File: src/pkg/btm_pkg.sv
// Purpose: shared constants of the boost trim and monitor register bank
// Assumes: 7-bit register addresses, 8-bit register data, 20 MHz system clock
// Notes: calibration memory holds six 5-bit phase values
package btm_pkg;
    localparam int unsigned CLK_MHZ = 20;

    localparam logic [6:0] ADDR_GATE_SUPPLY = 7'h15;
    localparam logic [6:0] ADDR_OVER_THR = 7'h1A;
    localparam logic [6:0] ADDR_UNDER_THR = 7'h1B;
    localparam logic [6:0] ADDR_TRIM = 7'h1C;
    localparam logic [6:0] ADDR_SUPPLY_MEAS = 7'h45;
    localparam logic [6:0] ADDR_DIE_TEMP = 7'h46;
    localparam logic [6:0] ADDR_TRIM_RESULT = 7'h4C;
    localparam logic [6:0] ADDR_DIAG = 7'h4F;

    localparam logic [7:0] RST_GATE_SUPPLY = 8'h5D;
    localparam logic [7:0] RST_OVER_THR = 8'hFF;
    localparam logic [7:0] RST_UNDER_THR = 8'h00;
    localparam logic [7:0] RST_TRIM = 8'h09;

    localparam int unsigned TRIM_MODE_BIT = 0;
    localparam int unsigned TRIM_FIELD_LSB = 1;
    localparam int unsigned TRIM_FIELD_MSB = 5;

    localparam logic [4:0] TRIM_NOMINAL = 5'h04;
    localparam logic [4:0] TRIM_NEG_FIRST = 5'h08;
    localparam logic [4:0] TRIM_NEG_LAST = 5'h0F;
    localparam logic [4:0] TRIM_POS_LOW_LAST = 5'h07;
    localparam logic [4:0] TRIM_POS_HIGH_FIRST = 5'h18;
    localparam logic [4:0] TRIM_TOP_FIRST = 5'h10;
    localparam logic [4:0] TRIM_TOP_LAST = 5'h11;

    localparam logic [4:0] PTR_PROGRESS = 5'h00;
    localparam logic [4:0] PTR_FIRST_VALUE = 5'h04;
    localparam logic [4:0] PTR_LAST_VALUE = 5'h0E;

    localparam logic [7:0] GATE_CODE_MIN = 8'h5D;
    localparam logic [7:0] GATE_CODE_MAX = 8'hB7;
    localparam logic [7:0] TEMP_OVER_CODE = 8'h83;

    localparam int unsigned DIAG_OUT1_OK = 7;
    localparam int unsigned DIAG_OUT2_OK = 6;
    localparam int unsigned DIAG_GATE_OK = 5;
    localparam int unsigned DIAG_OVERTEMP = 4;
    localparam int unsigned DIAG_UNDER = 3;
    localparam int unsigned DIAG_OVER = 2;
    localparam int unsigned DIAG_SERIAL = 1;
    localparam int unsigned DIAG_GATE_ERR = 0;

    localparam int unsigned CAL_ENTRIES = 6;
    localparam int unsigned CAL_WIDTH = 5;
    localparam int unsigned CAL_TIME_US = 1000;
endpackage

File: src/pkg/btm_cal_if.sv
// Purpose: carries calibration memory writes and reads between bank and memory
// Assumes: one write port, one registered read port
// Notes: none
`timescale 1ns/10ps
interface btm_cal_if #(parameter int unsigned AW = 3, parameter int unsigned DW = 5);
    logic we;
    logic [AW-1:0] waddr;
    logic [DW-1:0] wdata;
    logic [AW-1:0] raddr;
    logic [DW-1:0] rdata;
    modport mem (input we, input waddr, input wdata, input raddr, output rdata);
    modport ctl (output we, output waddr, output wdata, output raddr, input rdata);
endinterface

File: src/verilog/btm_cal_mem.sv
// Purpose: small store of per-phase calibration values
// Assumes: synchronous write, read data from a register
// Notes: contents are not reset; the bank reads them whether or not a calibration has finished
`timescale 1ns/10ps
module btm_cal_mem #(
    parameter int unsigned DEPTH = 6,
    parameter int unsigned AW = 3,
    parameter int unsigned DW = 5
) (
    input wire logic clk_sys_i,
    btm_cal_if.mem port
);
    logic [DW-1:0] mem_q [DEPTH];
    logic [DW-1:0] rdata_q;

    always_ff @(posedge clk_sys_i) begin
        if (port.we && (32'(port.waddr) < DEPTH)) begin
            mem_q[port.waddr] <= port.wdata;
        end
    end

    always_ff @(posedge clk_sys_i) begin
        if (32'(port.raddr) < DEPTH) begin
            rdata_q <= mem_q[port.raddr];
        end else begin
            rdata_q <= '0;
        end
    end

    assign port.rdata = rdata_q;
endmodule

File: src/verilog/btm_regs.sv
// Purpose: trim, gate supply, supply monitor, temperature and diagnostic registers
// Assumes: serial frame logic outside decodes each frame into one access cycle
// Notes: read data answers one cycle after the access; snapshots freeze while a frame is open
`timescale 1ns/10ps
module btm_regs import btm_pkg::*; #(
    parameter int unsigned CAL_CYCLES = CAL_TIME_US * CLK_MHZ
) (
    input wire logic clk_sys_i,
    input wire logic rst_n_i,
    input wire logic off_mode_i,
    input wire logic frame_active_i,
    input wire logic acc_valid_i,
    input wire logic acc_write_i,
    input wire logic [6:0] acc_addr_i,
    input wire logic [7:0] acc_wdata_i,
    input wire logic acc_bad_i,
    input wire logic [1:0] out_enable_i,
    input wire logic [7:0] supply_code_i,
    input wire logic [7:0] temp_code_i,
    input wire logic output_one_regulated_i,
    input wire logic output_two_regulated_i,
    input wire logic gate_supply_good_i,
    input wire logic gate_supply_overload_i,
    input wire logic cal_wr_i,
    input wire logic [2:0] cal_wr_idx_i,
    input wire logic [btm_pkg::CAL_WIDTH-1:0] cal_wr_data_i,
    output logic [7:0] rd_data_o,
    output logic [7:0] diag_o,
    output logic [4:0] osc_trim_o,
    output logic cal_mode_o,
    output logic cal_start_o,
    output logic cal_done_o,
    output logic [7:0] gate_supply_setting_o,
    output logic measure_enable_o,
    output logic fail_silent_o
);
    import btm_pkg::*;

    localparam logic [31:0] CAL_LAST = 32'(CAL_CYCLES - 1);

    logic [7:0] gate_q, gate_d;
    logic [7:0] over_thr_q, over_thr_d;
    logic [7:0] under_thr_q, under_thr_d;
    logic [7:0] trim_q, trim_d;
    logic [7:0] supply_snap_q, temp_snap_q, result_snap_q, diag_snap_q;
    logic [7:0] rd_data_q;
    logic [7:0] diag_q;
    logic [4:0] osc_trim_q;
    logic [7:0] gate_out_q;
    logic under_q, over_q, temp_q, serial_q, overload_q;
    logic fail_q, meas_q;
    logic cal_run_q, cal_done_q, cal_start_q, cal_mode_q;
    logic [31:0] cal_cnt_q;

    btm_cal_if #(.AW(3), .DW(CAL_WIDTH)) cal_bus ();

    btm_cal_mem #(.DEPTH(CAL_ENTRIES), .AW(3), .DW(CAL_WIDTH)) u_cal_mem (
        .clk_sys_i(clk_sys_i),
        .port(cal_bus.mem)
    );

    // access decode
    // acc_write_i and acc_bad_i mean nothing unless acc_valid_i is high
    wire acc_wr = acc_valid_i & acc_write_i;
    wire acc_rd = acc_valid_i & ~acc_write_i;
    wire hit_gate = (acc_addr_i == ADDR_GATE_SUPPLY);
    wire hit_over = (acc_addr_i == ADDR_OVER_THR);
    wire hit_under = (acc_addr_i == ADDR_UNDER_THR);
    wire hit_trim = (acc_addr_i == ADDR_TRIM);
    wire hit_meas = (acc_addr_i == ADDR_SUPPLY_MEAS);
    wire hit_temp = (acc_addr_i == ADDR_DIE_TEMP);
    wire hit_result = (acc_addr_i == ADDR_TRIM_RESULT);
    wire hit_diag = (acc_addr_i == ADDR_DIAG);
    wire hit_ro = hit_meas | hit_temp | hit_result;

    // trim code legality: 01000..01111, 00000..00111, 11000..11111, 10000..10001
    wire [4:0] wr_field = acc_wdata_i[TRIM_FIELD_MSB:TRIM_FIELD_LSB];
    wire wr_norm = acc_wdata_i[TRIM_MODE_BIT];
    wire code_neg = (wr_field >= TRIM_NEG_FIRST) && (wr_field <= TRIM_NEG_LAST);
    wire code_low = (wr_field <= TRIM_POS_LOW_LAST);
    wire code_high = (wr_field >= TRIM_POS_HIGH_FIRST);
    wire code_top = (wr_field >= TRIM_TOP_FIRST) && (wr_field <= TRIM_TOP_LAST);
    wire trim_code_ok = code_neg | code_low | code_high | code_top;
    // calibration may only be (re)started when idle and gate supply is good
    wire cal_req = hit_trim & acc_wr & ~wr_norm & trim_q[TRIM_MODE_BIT];
    wire cal_allowed = gate_supply_good_i & ~cal_run_q;
    wire bad_trim = hit_trim & acc_wr & ((wr_norm & ~trim_code_ok) | (cal_req & ~cal_allowed));
    // writes to read-only registers are refused and flagged
    wire bad_ro = acc_wr & hit_ro;
    wire cmd_bad = acc_valid_i & (acc_bad_i | bad_ro | bad_trim);
    wire wr_ok = acc_wr & ~acc_bad_i & ~bad_ro & ~bad_trim;
    wire cal_go = wr_ok & cal_req;
    wire diag_clear = (wr_ok & hit_diag) | off_mode_i;

    // monitoring
    // supply flags are only trusted while measuring, so both compares are gated by it
    wire measuring = (|out_enable_i) & gate_supply_good_i;
    wire under_hit = measuring & (supply_code_i < under_thr_q);
    wire over_hit = measuring & (supply_code_i > over_thr_q);
    wire temp_hit = (temp_code_i >= TEMP_OVER_CODE);

    // result readout source selected by pointer
    // odd codes and codes outside the value range, apart from the progress code, read zero
    wire [4:0] ptr = trim_q[TRIM_FIELD_MSB:TRIM_FIELD_LSB];
    wire ptr_value = ~ptr[0] & (ptr >= PTR_FIRST_VALUE) & (ptr <= PTR_LAST_VALUE);
    wire [4:0] ptr_off = ptr - PTR_FIRST_VALUE;
    wire [7:0] result_live = (ptr == PTR_PROGRESS) ? {7'h00, cal_done_q} :
                             ptr_value ? {3'h0, cal_bus.rdata} : 8'h00;

    wire [7:0] diag_live = {output_one_regulated_i, output_two_regulated_i, gate_supply_good_i,
                            temp_q, under_q, over_q, serial_q, overload_q};

    // the calibration engine fills entries 0 to 5 in pointer order
    assign cal_bus.we = cal_wr_i;
    assign cal_bus.waddr = cal_wr_idx_i;
    assign cal_bus.wdata = cal_wr_data_i;
    // value entries sit on even pointer codes, so the offset drops its bit 0
    assign cal_bus.raddr = ptr_off[3:1];

    // writable registers
    assign gate_d = (wr_ok & hit_gate) ? acc_wdata_i : gate_q;
    assign over_thr_d = (wr_ok & hit_over) ? acc_wdata_i : over_thr_q;
    assign under_thr_d = (wr_ok & hit_under) ? acc_wdata_i : under_thr_q;
    // trim keeps its six defined bits, the two reserved bits read zero
    assign trim_d = (wr_ok & hit_trim) ? {2'b00, acc_wdata_i[5:0]} : trim_q;

    always_ff @(posedge clk_sys_i) begin
        if (!rst_n_i) begin
            gate_q <= RST_GATE_SUPPLY;
            over_thr_q <= RST_OVER_THR;
            under_thr_q <= RST_UNDER_THR;
            trim_q <= RST_TRIM;
        end else begin
            gate_q <= gate_d;
            over_thr_q <= over_thr_d;
            under_thr_q <= under_thr_d;
            trim_q <= trim_d;
        end
    end

    // sticky error flags, a new event wins over the clear
    wire under_d = under_hit | (under_q & ~diag_clear);
    wire over_d = over_hit | (over_q & ~diag_clear);
    wire temp_d = temp_hit | (temp_q & ~diag_clear);
    wire serial_d = cmd_bad | (serial_q & ~diag_clear);
    wire overload_d = gate_supply_overload_i | (overload_q & ~diag_clear);
    always_ff @(posedge clk_sys_i) begin
        if (!rst_n_i) begin
            under_q <= 1'b0;
            over_q <= 1'b0;
            temp_q <= 1'b0;
            serial_q <= 1'b0;
            overload_q <= 1'b0;
        end else begin
            under_q <= under_d;
            over_q <= over_d;
            temp_q <= temp_d;
            serial_q <= serial_d;
            overload_q <= overload_d;
        end
    end

    // fail-silent is left only through off mode, flag clearing does not release it
    wire fail_set = under_hit | over_hit | temp_hit | gate_supply_overload_i;
    always_ff @(posedge clk_sys_i) begin
        if (!rst_n_i) begin
            fail_q <= 1'b0;
        end else if (fail_set) begin
            fail_q <= 1'b1;
        end else if (off_mode_i) begin
            fail_q <= 1'b0;
        end
    end

    // calibration timer
    // off mode aborts a running calibration and so allows a restart
    wire cal_end = cal_run_q & (cal_cnt_q == CAL_LAST);
    always_ff @(posedge clk_sys_i) begin
        if (!rst_n_i || off_mode_i) begin
            cal_run_q <= 1'b0;
            cal_done_q <= 1'b0;
            cal_cnt_q <= '0;
        end else if (cal_go) begin
            cal_run_q <= 1'b1;
            cal_done_q <= 1'b0;
            cal_cnt_q <= '0;
        end else if (cal_run_q) begin
            if (cal_end) begin
                cal_run_q <= 1'b0;
                cal_done_q <= 1'b1;
            end
            cal_cnt_q <= cal_cnt_q + 32'd1;
        end
    end

    // snapshots follow live values only outside a frame
    always_ff @(posedge clk_sys_i) begin
        if (!rst_n_i) begin
            supply_snap_q <= 8'h00;
            temp_snap_q <= 8'h00;
            result_snap_q <= 8'h00;
            diag_snap_q <= 8'h00;
        end else if (!frame_active_i) begin
            // the supply snapshot keeps its last measured value while measuring is off
            if (measuring) begin
                supply_snap_q <= supply_code_i;
            end
            temp_snap_q <= temp_code_i;
            result_snap_q <= result_live;
            diag_snap_q <= diag_live;
        end
    end

    // read answer; a write answers with the new content, except a diagnostic write, which answers the snapshot; a bad command answers zero
    logic [7:0] rd_mux;
    always_comb begin
        rd_mux = 8'h00;
        case (1'b1)
            hit_gate: rd_mux = gate_d;
            hit_over: rd_mux = over_thr_d;
            hit_under: rd_mux = under_thr_d;
            hit_trim: rd_mux = trim_d;
            hit_meas: rd_mux = supply_snap_q;
            hit_temp: rd_mux = temp_snap_q;
            hit_result: rd_mux = result_snap_q;
            hit_diag: rd_mux = diag_snap_q;
            default: rd_mux = 8'h00;
        endcase
    end

    // the answer holds between accesses, so a slow frame still finds it
    wire [7:0] rd_answer = cmd_bad ? 8'h00 : rd_mux;
    always_ff @(posedge clk_sys_i) begin
        if (!rst_n_i) begin
            rd_data_q <= 8'h00;
        end else if (acc_rd | acc_wr) begin
            rd_data_q <= rd_answer;
        end
    end

    // outputs toward the converter
    // a forbidden stored gate code stays readable, only the driven code is clamped
    wire [7:0] gate_clamped = (gate_q < GATE_CODE_MIN) ? GATE_CODE_MIN :
                              (gate_q > GATE_CODE_MAX) ? GATE_CODE_MAX : gate_q;
    wire [4:0] trim_sel = trim_q[TRIM_MODE_BIT] ? ptr : TRIM_NOMINAL;
    wire [7:0] diag_sel = frame_active_i ? diag_snap_q : diag_live;
    always_ff @(posedge clk_sys_i) begin
        if (!rst_n_i) begin
            diag_q <= 8'h00;
            osc_trim_q <= TRIM_NOMINAL;
            cal_mode_q <= 1'b0;
            cal_start_q <= 1'b0;
            gate_out_q <= RST_GATE_SUPPLY;
            meas_q <= 1'b0;
        end else begin
            diag_q <= diag_sel;
            osc_trim_q <= trim_sel;
            cal_mode_q <= ~trim_q[TRIM_MODE_BIT];
            cal_start_q <= cal_go;
            gate_out_q <= gate_clamped;
            meas_q <= measuring;
        end
    end

    assign rd_data_o = rd_data_q;
    assign diag_o = diag_q;
    assign osc_trim_o = osc_trim_q;
    assign cal_mode_o = cal_mode_q;
    assign cal_start_o = cal_start_q;
    assign cal_done_o = cal_done_q;
    assign gate_supply_setting_o = gate_out_q;
    assign measure_enable_o = meas_q;
    assign fail_silent_o = fail_q;
endmodule

File: config.mk
export PLATFORM = sky130hd
export DESIGN_NAME = btm_regs
export DESIGN_NICKNAME = d
export VERILOG_FILES = /design/src/pkg/btm_pkg.sv /design/src/pkg/btm_cal_if.sv /design/src/verilog/btm_cal_mem.sv /design/src/verilog/btm_regs.sv
export SDC_FILE = /design/constraint.sdc
export NUM_CORES = 1
export LEC_CHECK = 0
export BUFFER_PORTS_ARGS = -buffer_cell sky130_fd_sc_hd__buf_2
export CAP_MARGIN = 5
export CORE_UTILIZATION = 40
export DETAILED_ROUTE_END_ITERATION = 10
export HOLD_SLACK_MARGIN = 0.02
export SLEW_MARGIN = 15
export SYNTH_ARGS = -nofsm -noshare
export SYNTH_HDL_FRONTEND = slang
export SYNTH_SLANG_ARGS = --single-unit
File: constraint.sdc
create_clock -name clk_sys_i -period 3.4 [get_ports clk_sys_i]
set_clock_uncertainty 0.15 [all_clocks]
set_input_delay 0 -clock clk_sys_i [delete_from_list [all_inputs] [get_ports clk_sys_i]]
set_output_delay 0 -clock clk_sys_i [all_outputs]
set_load 0.02 [all_outputs]
# Word-level counts from Yosys, hierarchy flattened
# Memory sizes are Yosys's and may differ from the RTL's. A register that Yosys moved wholly into a read port is not among the register bits.
# Cells that the tools add are included.
word_totals:
  in_bits: 53
  regBits: 128
  out_inout_bits: 34
  mem_bits_rw: 30
  mem_count: 1
memory_table:
  columns: ["name", "depth", "word_bits", "rd", "rd_clocked_by_memory_dff", "write_ports", "line", "text"]
  rows:
  - ["u_cal_mem.mem_q", 6, 5, 1, 1, 1, "btm_cal_mem.sv:13", "logic [DW-1:0] mem_q [DEPTH];"]
op_classes:
  bitwise: 62
  add_sub_neg: 2
  muxes: 23
  reduce_logical: 15
  n_eq_ne: 9
  order_cmp: 15
ops:
  columns: ["operator", "count"]
  rows:
  - ["8-bit two-way mux", 14]
  - ["32-bit by 1-bit adder with 32-bit output (second input constant)", 1]
  - ["32-bit by 15-bit == test with 1-bit output (second input constant)", 1]
  - ["1-bit AND", 31]
  - ["7-bit by 5-bit == test with 1-bit output (second input constant)", 4]
  - ["7-bit == test (second input constant)", 4]
  - ["1-bit OR", 18]
  - ["1-bit inverter", 13]
  - ["5-bit greater-or-equal comparator (second input constant)", 2]
  - ["5-bit by 4-bit <= comparator with 1-bit output (second input constant)", 2]
  - ["5-bit two-way mux", 2]
  - ["8-bit greater-or-equal comparator (second input constant)", 1]
  - ["8-bit > comparator", 1]
  - ["8-bit > comparator (second input constant)", 1]
  - ["8-bit by 7-bit < comparator with 1-bit output (second input constant)", 1]
  - ["8-bit < comparator", 1]
  - ["1-bit two-way mux", 7]
  - ["3-bit < comparator (second input constant)", 2]
  - ["2-bit AND reduction", 3]
  - ["2-bit OR reduction", 3]
  - ["5-bit by 3-bit greater-or-equal comparator with 1-bit output (second input constant)", 1]
  - ["5-bit by 4-bit greater-or-equal comparator with 1-bit output (second input constant)", 1]
  - ["5-bit by 3-bit <= comparator with 1-bit output (second input constant)", 1]
  - ["5-bit <= comparator (second input constant)", 1]
  - ["other kinds (7)", 10]

# Depth between registers and ports, before layout
# Gate-level depths: netlist (run 1).
logic_depth:
  word_depth: 18
  mapped_depth: 10
  mapped_depth_nobuf: 8

# Modules after synthesis
# From an unflattened synthesis (run 1), not the netlist that was laid out.
unflattened:
  cells_unflattened: 795
  area_unflattened_um2: 7509.7
modules_own_cells:
  columns: ["mod", "cells_per_inst", "seq_area_each_um2", "area_each_um2", "n_inst"]
  rows:
  - ["btm_regs", 720, 2502.4, 6170.9, 1]
  - ["btm_cal_mem", 75, 1001.0, 1338.8, 1]

# Least setup slack after synthesis (run 1)
# No wires, ideal clock.
synth_path:
  kind: "input port to flip-flop"
  startpoint: "in acc_addr_i[5]"
  endpoint: "reg rd_data_q[7] (netlist: rd_data_o[7])"
  t_arrival_ns: 2.095
  setup_ns: 0.117
  path_stages: 9
  setup_slack_ns: 1.038
  path_cell_list: "or3b_1 > buf_6 > or2_1 > buf_6 > o211ai_1 > buf_2 > mux2_2 > a221o_1 > a22o_1"
synth_between:
  elab_chain_len: 16
synth_rtl:
  columns: ["item", "line", "text"]
  rows:
  - ["from (decl)", "btm_regs.sv:14", "input wire logic [6:0] acc_addr_i,"]
  - ["7-bit by 5-bit == test with 1-bit output", "btm_regs.sv:69", "wire hit_trim = (acc_addr_i == ADDR_TRIM);"]
  - ["1-bit AND", "btm_regs.sv:85, btm_regs.sv:87", null]
  - ["1-bit AND (2 in a row)", "btm_regs.sv:85", "wire cal_req = hit_trim & acc_wr & ~wr_norm & trim_q[TRIM_MODE_BIT];"]
  - ["1-bit AND", "btm_regs.sv:87", "wire bad_trim = hit_trim & acc_wr & ((wr_norm & ~trim_code_ok) | (cal_req & ~cal_allowed));"]
  - ["1-bit OR", "btm_regs.sv:87", null]
  - ["1-bit AND", "btm_regs.sv:87", null]
  - ["1-bit inverter", "btm_regs.sv:91", "wire wr_ok = acc_wr & ~acc_bad_i & ~bad_ro & ~bad_trim;"]
  - ["1-bit AND", "btm_regs.sv:91", null]
  - ["1-bit AND", "btm_regs.sv:125", "assign trim_d = (wr_ok & hit_trim) ? {2'b00, acc_wdata_i[5:0]} : trim_q;"]
  - ["8-bit two-way mux", "btm_regs.sv:125", null]
  - ["8-bit two-way mux (4 in a row)", "btm_regs.sv:218", "case (1'b1)"]
  - ["8-bit two-way mux *", "btm_regs.sv:232", "wire [7:0] rd_answer = cmd_bad ? 8'h00 : rd_mux;"]
  - ["to (signal assigned)", "btm_regs.sv:237", "rd_data_q <= rd_answer;"]
  - ["to (decl)", "btm_regs.sv:46", "logic [7:0] rd_data_q;"]
# Mark *: on every way between the ends. The rest lies on a longest branch, timed or not.
# A chain may end at the register's enable or synchronous reset.

# Worst setup path after layout (run 1)
layout_path:
  startpoint: "reg cal_run_q"
  endpoint: "reg gate_q[6]"
layout_between:
  elab_chain_len: 10
layout_rtl:
  columns: ["item", "line", "text"]
  rows:
  - ["from (decl)", "btm_regs.sv:52", "logic cal_run_q, cal_done_q, cal_start_q, cal_mode_q;"]
  - ["from (signal assigned)", "btm_regs.sv:180", "cal_run_q <= 1'b0;"]
  - ["from (signal assigned)", "btm_regs.sv:184", "cal_run_q <= 1'b1;"]
  - ["from (signal assigned)", "btm_regs.sv:189", "cal_run_q <= 1'b0;"]
  - ["1-bit inverter", "btm_regs.sv:86", "wire cal_allowed = gate_supply_good_i & ~cal_run_q;"]
  - ["1-bit AND", "btm_regs.sv:86", null]
  - ["1-bit inverter", "btm_regs.sv:87", null]
  - ["1-bit AND", "btm_regs.sv:87", null]
  - ["1-bit OR", "btm_regs.sv:87", null]
  - ["1-bit AND", "btm_regs.sv:87", null]
  - ["1-bit inverter", "btm_regs.sv:91", null]
  - ["1-bit AND", "btm_regs.sv:91", null]
  - ["1-bit AND", "btm_regs.sv:121", "assign gate_d = (wr_ok & hit_gate) ? acc_wdata_i : gate_q;"]
  - ["8-bit two-way mux", "btm_regs.sv:121", null]
  - ["to (signal assigned)", "btm_regs.sv:134", "gate_q <= gate_d;"]
  - ["to (decl)", "btm_regs.sv:41", "logic [7:0] gate_q, gate_d;"]
# No other way between the ends.

==> results of run 1 <==
==> state kept, by name, indices dropped and copies added (netlist names), 5 cells and up <==
register / count
u_cal_mem.port.rdata: 5
gate_supply_setting_o: 8
supply_snap_q: 8
diag_o: 8
trim_q: 8
temp_snap_q: 8
cal_cnt_q: 32
gate_q: 8
osc_trim_o: 5
u_cal_mem.mem_q: 30
over_thr_q: 8
rd_data_o: 8
result_snap_q: 5
under_thr_q: 8
==> area by class of cell <==
cell class              instances  area [um^2]
clock inverters                14          169
inverters                      25         93.8
fillers                      1712         8870
clock buffers                  18          439
repair buffers                154         1080
flip-flops and latches        160         3500
well taps                     229          287
multi-input cells             565         3640
==> cell usage after synthesis, types with 19 or more instances <==
cell type  count  area share
xor2_1        24       0.028
nand3_1       26       0.018
nor2_1       107       0.054
ha_1          19       0.032
edfxtp_1      30        0.12
mux2i_1       42       0.057
dfxtp_1      130        0.35
clkbuf_1      26       0.013
inv_1         24       0.012
nand2_1       83       0.042
a21oi_1       38       0.026
o21ai_0       26       0.018
==> layout by cell type (no fill, tap or decap), types with 12 or more instances in the layout <==
cell | netlist | layout
and3_1 | 12 | 12
inv_1 | 24 | 24
buf_2 | 3 | 86
edfxtp_1 | 30 | 30
dlygate4sd3_1 | 0 | 57
xor2_1 | 24 | 24
dfxtp_1 | 130 | 130
nand2_1 | 83 | 83
o21ai_0 | 26 | 26
nor2_1 | 107 | 107
mux2i_1 | 42 | 42
clkbuf_16 | 0 | 17
nand3_1 | 26 | 26
a21oi_1 | 38 | 38
ha_1 | 19 | 19
==> critical path, cell delays in order (launching register included) <==
cell and delay (ns):
dfxtp_1 0.41, nor2b_1 0.25, o32a_1 0.32, o211a_1 0.61
nand2_1 0.37, nand2_1 0.15, nand3_1 0.08, dlygate4sd3_1 0.58
==> metal layers <==
layer	share of wire	vias up	routed length, um	global-route usage
met2	0.47	159	9540	0.351
met5	0	-	0	0
met4	0.028	0	571	0.101
met1	0.45	2982	9100	0.280
li1	-	3094	-	-
met3	0.046	31	917	0.0492
==> how the worst max path moves through the flow <==
| stage | cells past startpoint | endpoint |
|---|---|---|
| 2_1_floorplan | 9 | rd_data_o[7] |
| 3_3_place_gp | 8 | rd_data_o[6] |
| 3_5_place_dp | 8 | rd_data_o[6] |
| 4_1_cts | 7 | gate_q[6] |
| 5_1_grt | 7 | gate_q[7] |
| 6_report | 7 | gate_q[6] |
==> power groups by stage <==
| stage | sequential [uW] | clock, uW | combinational [uW] |
|---|---|---|---|
| finish | 1980 | 1990 | 303 |
| global route | 1990 | 2120 | 330 |
| CTS | 1980 | 2030 | 301 |
| detailed placement | 2030 | 0 | 254 |
| global placement | 2030 | 0 | 252 |
| floorplan | 2030 | 0 | 144 |
==> logic make-up after synthesis <==
| group | share of synthesized area |
|---|---|
| compound gates | 0.137 |
| buf+inv | 0.0360 |
| fa+ha+maj | 0.0321 |
| xor+xnor | 0.0378 |
| mux | 0.0750 |
| simple gates | 0.209 |
| flops | 0.473 |
==> what timing repair did <==
action | in CTS | in global routing
hold buffers | 57 | 0
endpoints found under the setup margin | 0 | 0
hold endpoints to repair | 134 | 0
gates resized for setup | 0 | 0
==> per-stage QoR <==
| stage | power, uW | hold slack [ns] | instance area [um^2] | util | cells |
|---|---|---|---|---|---|
| after CTS | 4310 | 0.146 | 9210 | 0.509 | 1165 |
| final | 4270 | 0.162 | 9210 | 0.509 | 1165 |
| after global routing | 4430 | 0.193 | 9210 | 0.509 | 1165 |
| after floorplan | 2170 | -0.0772 | 7410 | - | 786 |
| after detailed placement | 2280 | 0.0944 | 8030 | 0.444 | 1076 |
| after global placement | 2280 | 0.0805 | 8030 | 0.444 | 1076 |
==> impl_metrics.env, run 1 <==
export IMPL_run_status="complete, but fails checks"
export IMPL_violations="DRC"
export IMPL_whs_path_depth=6
export IMPL_area_growth_pct=24.4
export IMPL_dr_total_vias=6266
export IMPL_grt_remaining_overflow=0
export IMPL_crit_fanout=18
export IMPL_dieArea_um2=19100
export IMPL_slew_headroom=0.446
export IMPL_portBuffers=86
export IMPL_clkPwrFrac=0.465
export IMPL_synth_seq_cells=160
export IMPL_cts_sinks=160
export IMPL_clkLatencyLatePin_ns=0.43
export IMPL_final_antenna_net_count=0
export IMPL_route_detailed_drc=13
export IMPL_synth_edff_count=30
export IMPL_setup_tns_ns=0
export IMPL_wl_per_cell_um=17.3
export IMPL_crit_arrival_ns=3.20
export IMPL_switching_share=0.245
export IMPL_r2r_slack_ns=0.36
export IMPL_grt_antenna_before_repair=0
export IMPL_synth_cell_type_count=68
export IMPL_syn_cell_area_um2=7410
export IMPL_ys_seq_area_frac=0.473
export IMPL_drv_cap=0
export IMPL_grt_pass1_wl_um=32300
export IMPL_power_leakage_uw=0.00377
export IMPL_rows=49
export IMPL_cts_tree="yes"
export IMPL_grt_max_degree=35
export IMPL_fin_crit_ns=3.04
export IMPL_p_sw_uw=1050
export IMPL_antennaDiodeCount=0
export IMPL_drive_gt1_frac=0.154
export IMPL_criticalPathCategory="flip-flop to flip-flop"
export IMPL_synth_avg_cell_area_um2=9.42
export IMPL_rr_startpoint="cal_run_q"
export IMPL_start_util=0.410
export IMPL_hold_class="input pin to flip-flop"
export IMPL_grt_pass1_vias=5995
export IMPL_synth_cells=786
export IMPL_maxSlewViolCount=0
export IMPL_rsz0062_at_grt="no"
export IMPL_finalCritPeriodShare=0.893
export IMPL_h_tree_depth=4
export IMPL_dp_final_hpwl_um=14200
export IMPL_avgViaCountPerCell=5.38
export IMPL_min_to="rd_data_o[1]"
export IMPL_post_cts_buffers=0
export IMPL_pwr_share_comb=0.071
export IMPL_fin_nets=995
export IMPL_die_h_um=138
export IMPL_critPathRequiredTime_ns=3.57
export IMPL_die_w_um=138
export IMPL_dp_slack_ns=0.675
export IMPL_intPower_uw=3230
export IMPL_grt_total_usage=0.218
export IMPL_vdd_ir_drop_max_v=0.000363
export IMPL_min_delay_start="acc_write_i"
export IMPL_cts_buffer_depth=2
export IMPL_yosysWarnings=0
export IMPL_clk_pin_slew_ns=0.07
export IMPL_setup_viol=0
export IMPL_powerDensity_nw_per_um2=464
export IMPL_setup_slack_ns=0.364
export IMPL_core_um2=18100
export IMPL_startpoint_type="flip-flop"
export IMPL_io_pins=87
export IMPL_tightest_slew_ns=0.828
export IMPL_seqPwrFrac=0.464
export IMPL_rr_worst_depth=7
export IMPL_synth_async_sr_flop_share=0
export IMPL_dr_pass1_iters=8
export IMPL_wirelength_um=20100
export IMPL_setup_worst_path_start="cal_run_q"
export IMPL_r2r_end="gate_q[6]"
export IMPL_hold_violations=0
export IMPL_synth_flop_cell="dfxtp_1"
export IMPL_drt_iter0_drc=371
export IMPL_place_congestion=0.865
export IMPL_fmax_mhz=329
export IMPL_worstSetupEndpointType="flip-flop"
export IMPL_syn_num_nets=858
export IMPL_cts_buffers=17
export IMPL_cts_root_buf="clkbuf_16"
(Power assumes the default switching activity.)
==> run 2, diff against run 1 <==
Settings changed: ABC_AREA set to 1.
Clock period 3.4 ns to 2.59 ns, I/O delays scaled along.
==> run 2 against run 1 <==
The run now ends clean. Hold slack worse by 0.12 ns. Worst setup slack worse by 0.12 ns. Synthesized cell count is 26% higher. Die area is 3.2% higher. Clock power is 26% higher. Non-clock buffer count is 9 higher. Sequential share of layout area is 1.5 points lower. Final cell count is 20% higher. Critical path type unchanged. Highest routed layer unchanged.
==> impl_metrics.env, run 2 <==
export IMPL_run_status="completed"
export IMPL_wirelength_um=20600
export IMPL_rsz0062_at_grt="no"
export IMPL_crit_top_cell="nand2_1"
export IMPL_setup_slack_ns=0.242
export IMPL_crit_fanout=5
export IMPL_synth_cell_type_count=49
export IMPL_dr_total_vias=6962
export IMPL_core_um2=18700
export IMPL_drt_iter0_drc=328
export IMPL_criticalPathCategory="flip-flop to flip-flop"
export IMPL_grt_antenna_before_repair=0
export IMPL_synthTopCellsByArea="dfxtp_1, edfxtp_1, nand2_1"
export IMPL_route_detailed_drc=0
export IMPL_avgViaCountPerCell=4.98
export IMPL_synthTopCellsByCount="nand2_1, nor2_1, dfxtp_1, inv_1, nand3_1"
export IMPL_grt_total_usage=0.217
export IMPL_setup_viol=0
export IMPL_die_h_um=140
export IMPL_grt_pass1_vias=6597
export IMPL_dieArea_um2=19700
export IMPL_clk_pin_slew_ns=0.06
export IMPL_fmax_mhz=426
export IMPL_cts_buffer_depth=2
export IMPL_top_register="cal_cnt_q"
export IMPL_critPathRequiredTime_ns=2.75
export IMPL_start_util=0.409
export IMPL_dp_cells=1300
export IMPL_cts_buffers=17
export IMPL_synth_top_area_share=0.340
export IMPL_tightest_slew_ns=0.772
export IMPL_powerDensity_nw_per_um2=577
export IMPL_worstSetupEndpointType="flip-flop"
export IMPL_maxSlewViolCount=0
export IMPL_yosys_area_top_type="dfxtp_1"
export IMPL_synth_edff_count=30
export IMPL_syn_cell_area_um2=7640
export IMPL_mostFrequentLayoutCells="nand2_1, nor2_1, dfxtp_1"
export IMPL_h_tree_depth=4
export IMPL_setup_tns_ns=0
export IMPL_final_cells=1399
export IMPL_dp_final_hpwl_um=14800
export IMPL_drive_gt1_frac=0.159
export IMPL_yosysWarnings=0
export IMPL_antennaDiodeCount=0
export IMPL_synth_async_sr_flop_share=0
export IMPL_syn_num_nets=1065
export IMPL_io_pins=87
export IMPL_rows=50
export IMPL_finalCritPeriodShare=0.907
export IMPL_grt_remaining_overflow=0
export IMPL_layout_commonest_cell="nand2_1"
export IMPL_ys_seq_area_frac=0.458
export IMPL_fin_crit_ns=2.35
export IMPL_largestRegisters="cal_cnt_q (32), u_cal_mem.mem_q (30)"
export IMPL_cpPeakStageDelay_ns=0.40
export IMPL_die_w_um=140
export IMPL_startpoint_type="flip-flop"
export IMPL_cts_root_buf="clkbuf_16"
export IMPL_largest_reg_flops=32
export IMPL_hold_class="input pin to flip-flop"
export IMPL_grt_max_degree=40
export IMPL_portBuffers=86
export IMPL_synth_avg_cell_area_um2=7.70
export IMPL_fin_nets=1224
export IMPL_vdd_ir_drop_max_v=0.000659
export IMPL_cts_sinks=160
export IMPL_yosysMostFrequentCell="nand2_1"
export IMPL_crit_chain="ha_2, nand2_1, nor2_1, nand2_1, inv_1, nand2_1, inv_1, nand3_2, nor3_2, nand2_1, nor2_2, nand2_1, nor3b_2"
export IMPL_clkLatencyLatePin_ns=0.43
export IMPL_hold_violations=0
export IMPL_wl_per_cell_um=14.7
export IMPL_synth_flop_cell="dfxtp_1"
export IMPL_grt_pass1_wl_um=33000
export IMPL_crit_arrival_ns=2.51
export IMPL_synth_cells=993
export IMPL_area_growth_pct=25.5
export IMPL_drv_cap=0
export IMPL_cts_tree="yes"
export IMPL_power_leakage_uw=0.00418
export IMPL_final_antenna_net_count=0
export IMPL_dp_slack_ns=0.240
export IMPL_place_congestion=0.822
export IMPL_slew_headroom=0.480
export IMPL_slowest_stage="dfxtp_1"
export IMPL_synth_seq_cells=160
export IMPL_dr_pass1_iters=5
run 2: changes by cell type in the layout (fill, tap and decap cells not counted), sizes merged, moves of 21 or more:
cell / before / now
nand2: 84 / 237
inv: 33 / 121
nand3: 26 / 81
mux2i: 42 / 0
nor2: 107 / 141
a21oi: 38 / 59
run 2: kinds of logic (layout without fill, tap and decap cells):
group,after synthesis,in the layout,synth area share
compound gates,134,134,0.0964
buf+inv,145,317,0.0754
fa+ha+maj,19,19,0.0311
xor+xnor,17,17,0.0195
flops,160,160,0.458
simple gates,518,518,0.319
run 2: worst paths after layout:
path / from / end / slack [ns] / cells after the start
setup / recovery: cal_cnt_q[1] / cal_cnt_q[28] / 0.24 / 13
hold / removal: acc_addr_i[4] / gate_q[2] / 0.04 / 5
setup reg to reg: cal_cnt_q[1] / cal_cnt_q[28] / 0.24 / 13
hold reg to reg: u_cal_mem.port.rdata[4] / result_snap_q[4] / 0.29 / 2
run 2: area by class of cell:
class	instances	area (um^2)
tap	234	293
fill	1804	9110
multi-input combinational	688	3570
clock inverter	12	133
inverter	122	458
timing repair buffer	163	1170
sequential	160	3500
clock buffer	20	457
run 2: stage by stage:
| stage | utilization | power, uW | hold slack [ns] | area (um^2) |
|---|---|---|---|---|
| after floorplan | - | 2850 | -0.0511 | 7640 |
| after global placement | 0.445 | 2990 | 0.0895 | 8320 |
| after detailed placement | 0.445 | 2990 | 0.0974 | 8320 |
| after CTS | 0.511 | 5570 | 0.0293 | 9560 |
| after global routing | 0.513 | 5720 | 0.0659 | 9590 |
| final | 0.513 | 5530 | 0.0433 | 9590 |
run 2: critical path: cells and delay by family, from the launching register on:
family / cells / cell delay (ns)
DFF: 1 / 0.40
and+or+nand+nor: 10 / 1.20
adders and majority gates: 1 / 0.24
buffers and inverters: 2 / 0.21
run 2: what timing repair did:
action / in CTS / in global routing
setup endpoints to repair: 0 / 6
resized for setup: 0 / 4
hold buffers: 65 / 0
buffers inserted: 0 / 2
endpoints found under the hold margin: 145 / 0
run 2: metal layers:
| metal | part of all wire | global-route usage | up-vias | routed length [um] |
|---|---|---|---|---|
| li1 | - | - | 3586 | - |
| met1 | 0.46 | 0.271 | 3171 | 9370 |
| met2 | 0.48 | 0.366 | 166 | 9810 |
| met3 | 0.040 | 0.0424 | 39 | 820 |
| met4 | 0.028 | 0.0902 | 0 | 575 |
| met5 | 0 | 0 | - | 0 |
run 2: power breakdown:
part,total (uW),leakage (uW),switching [uW],internal [uW]
sequential,2620,0.00133,30.5,2590
clock,2510,0.000291,1040,1480
combinational,398,0.00255,234,164
total,5530,0.00418,1300,4230
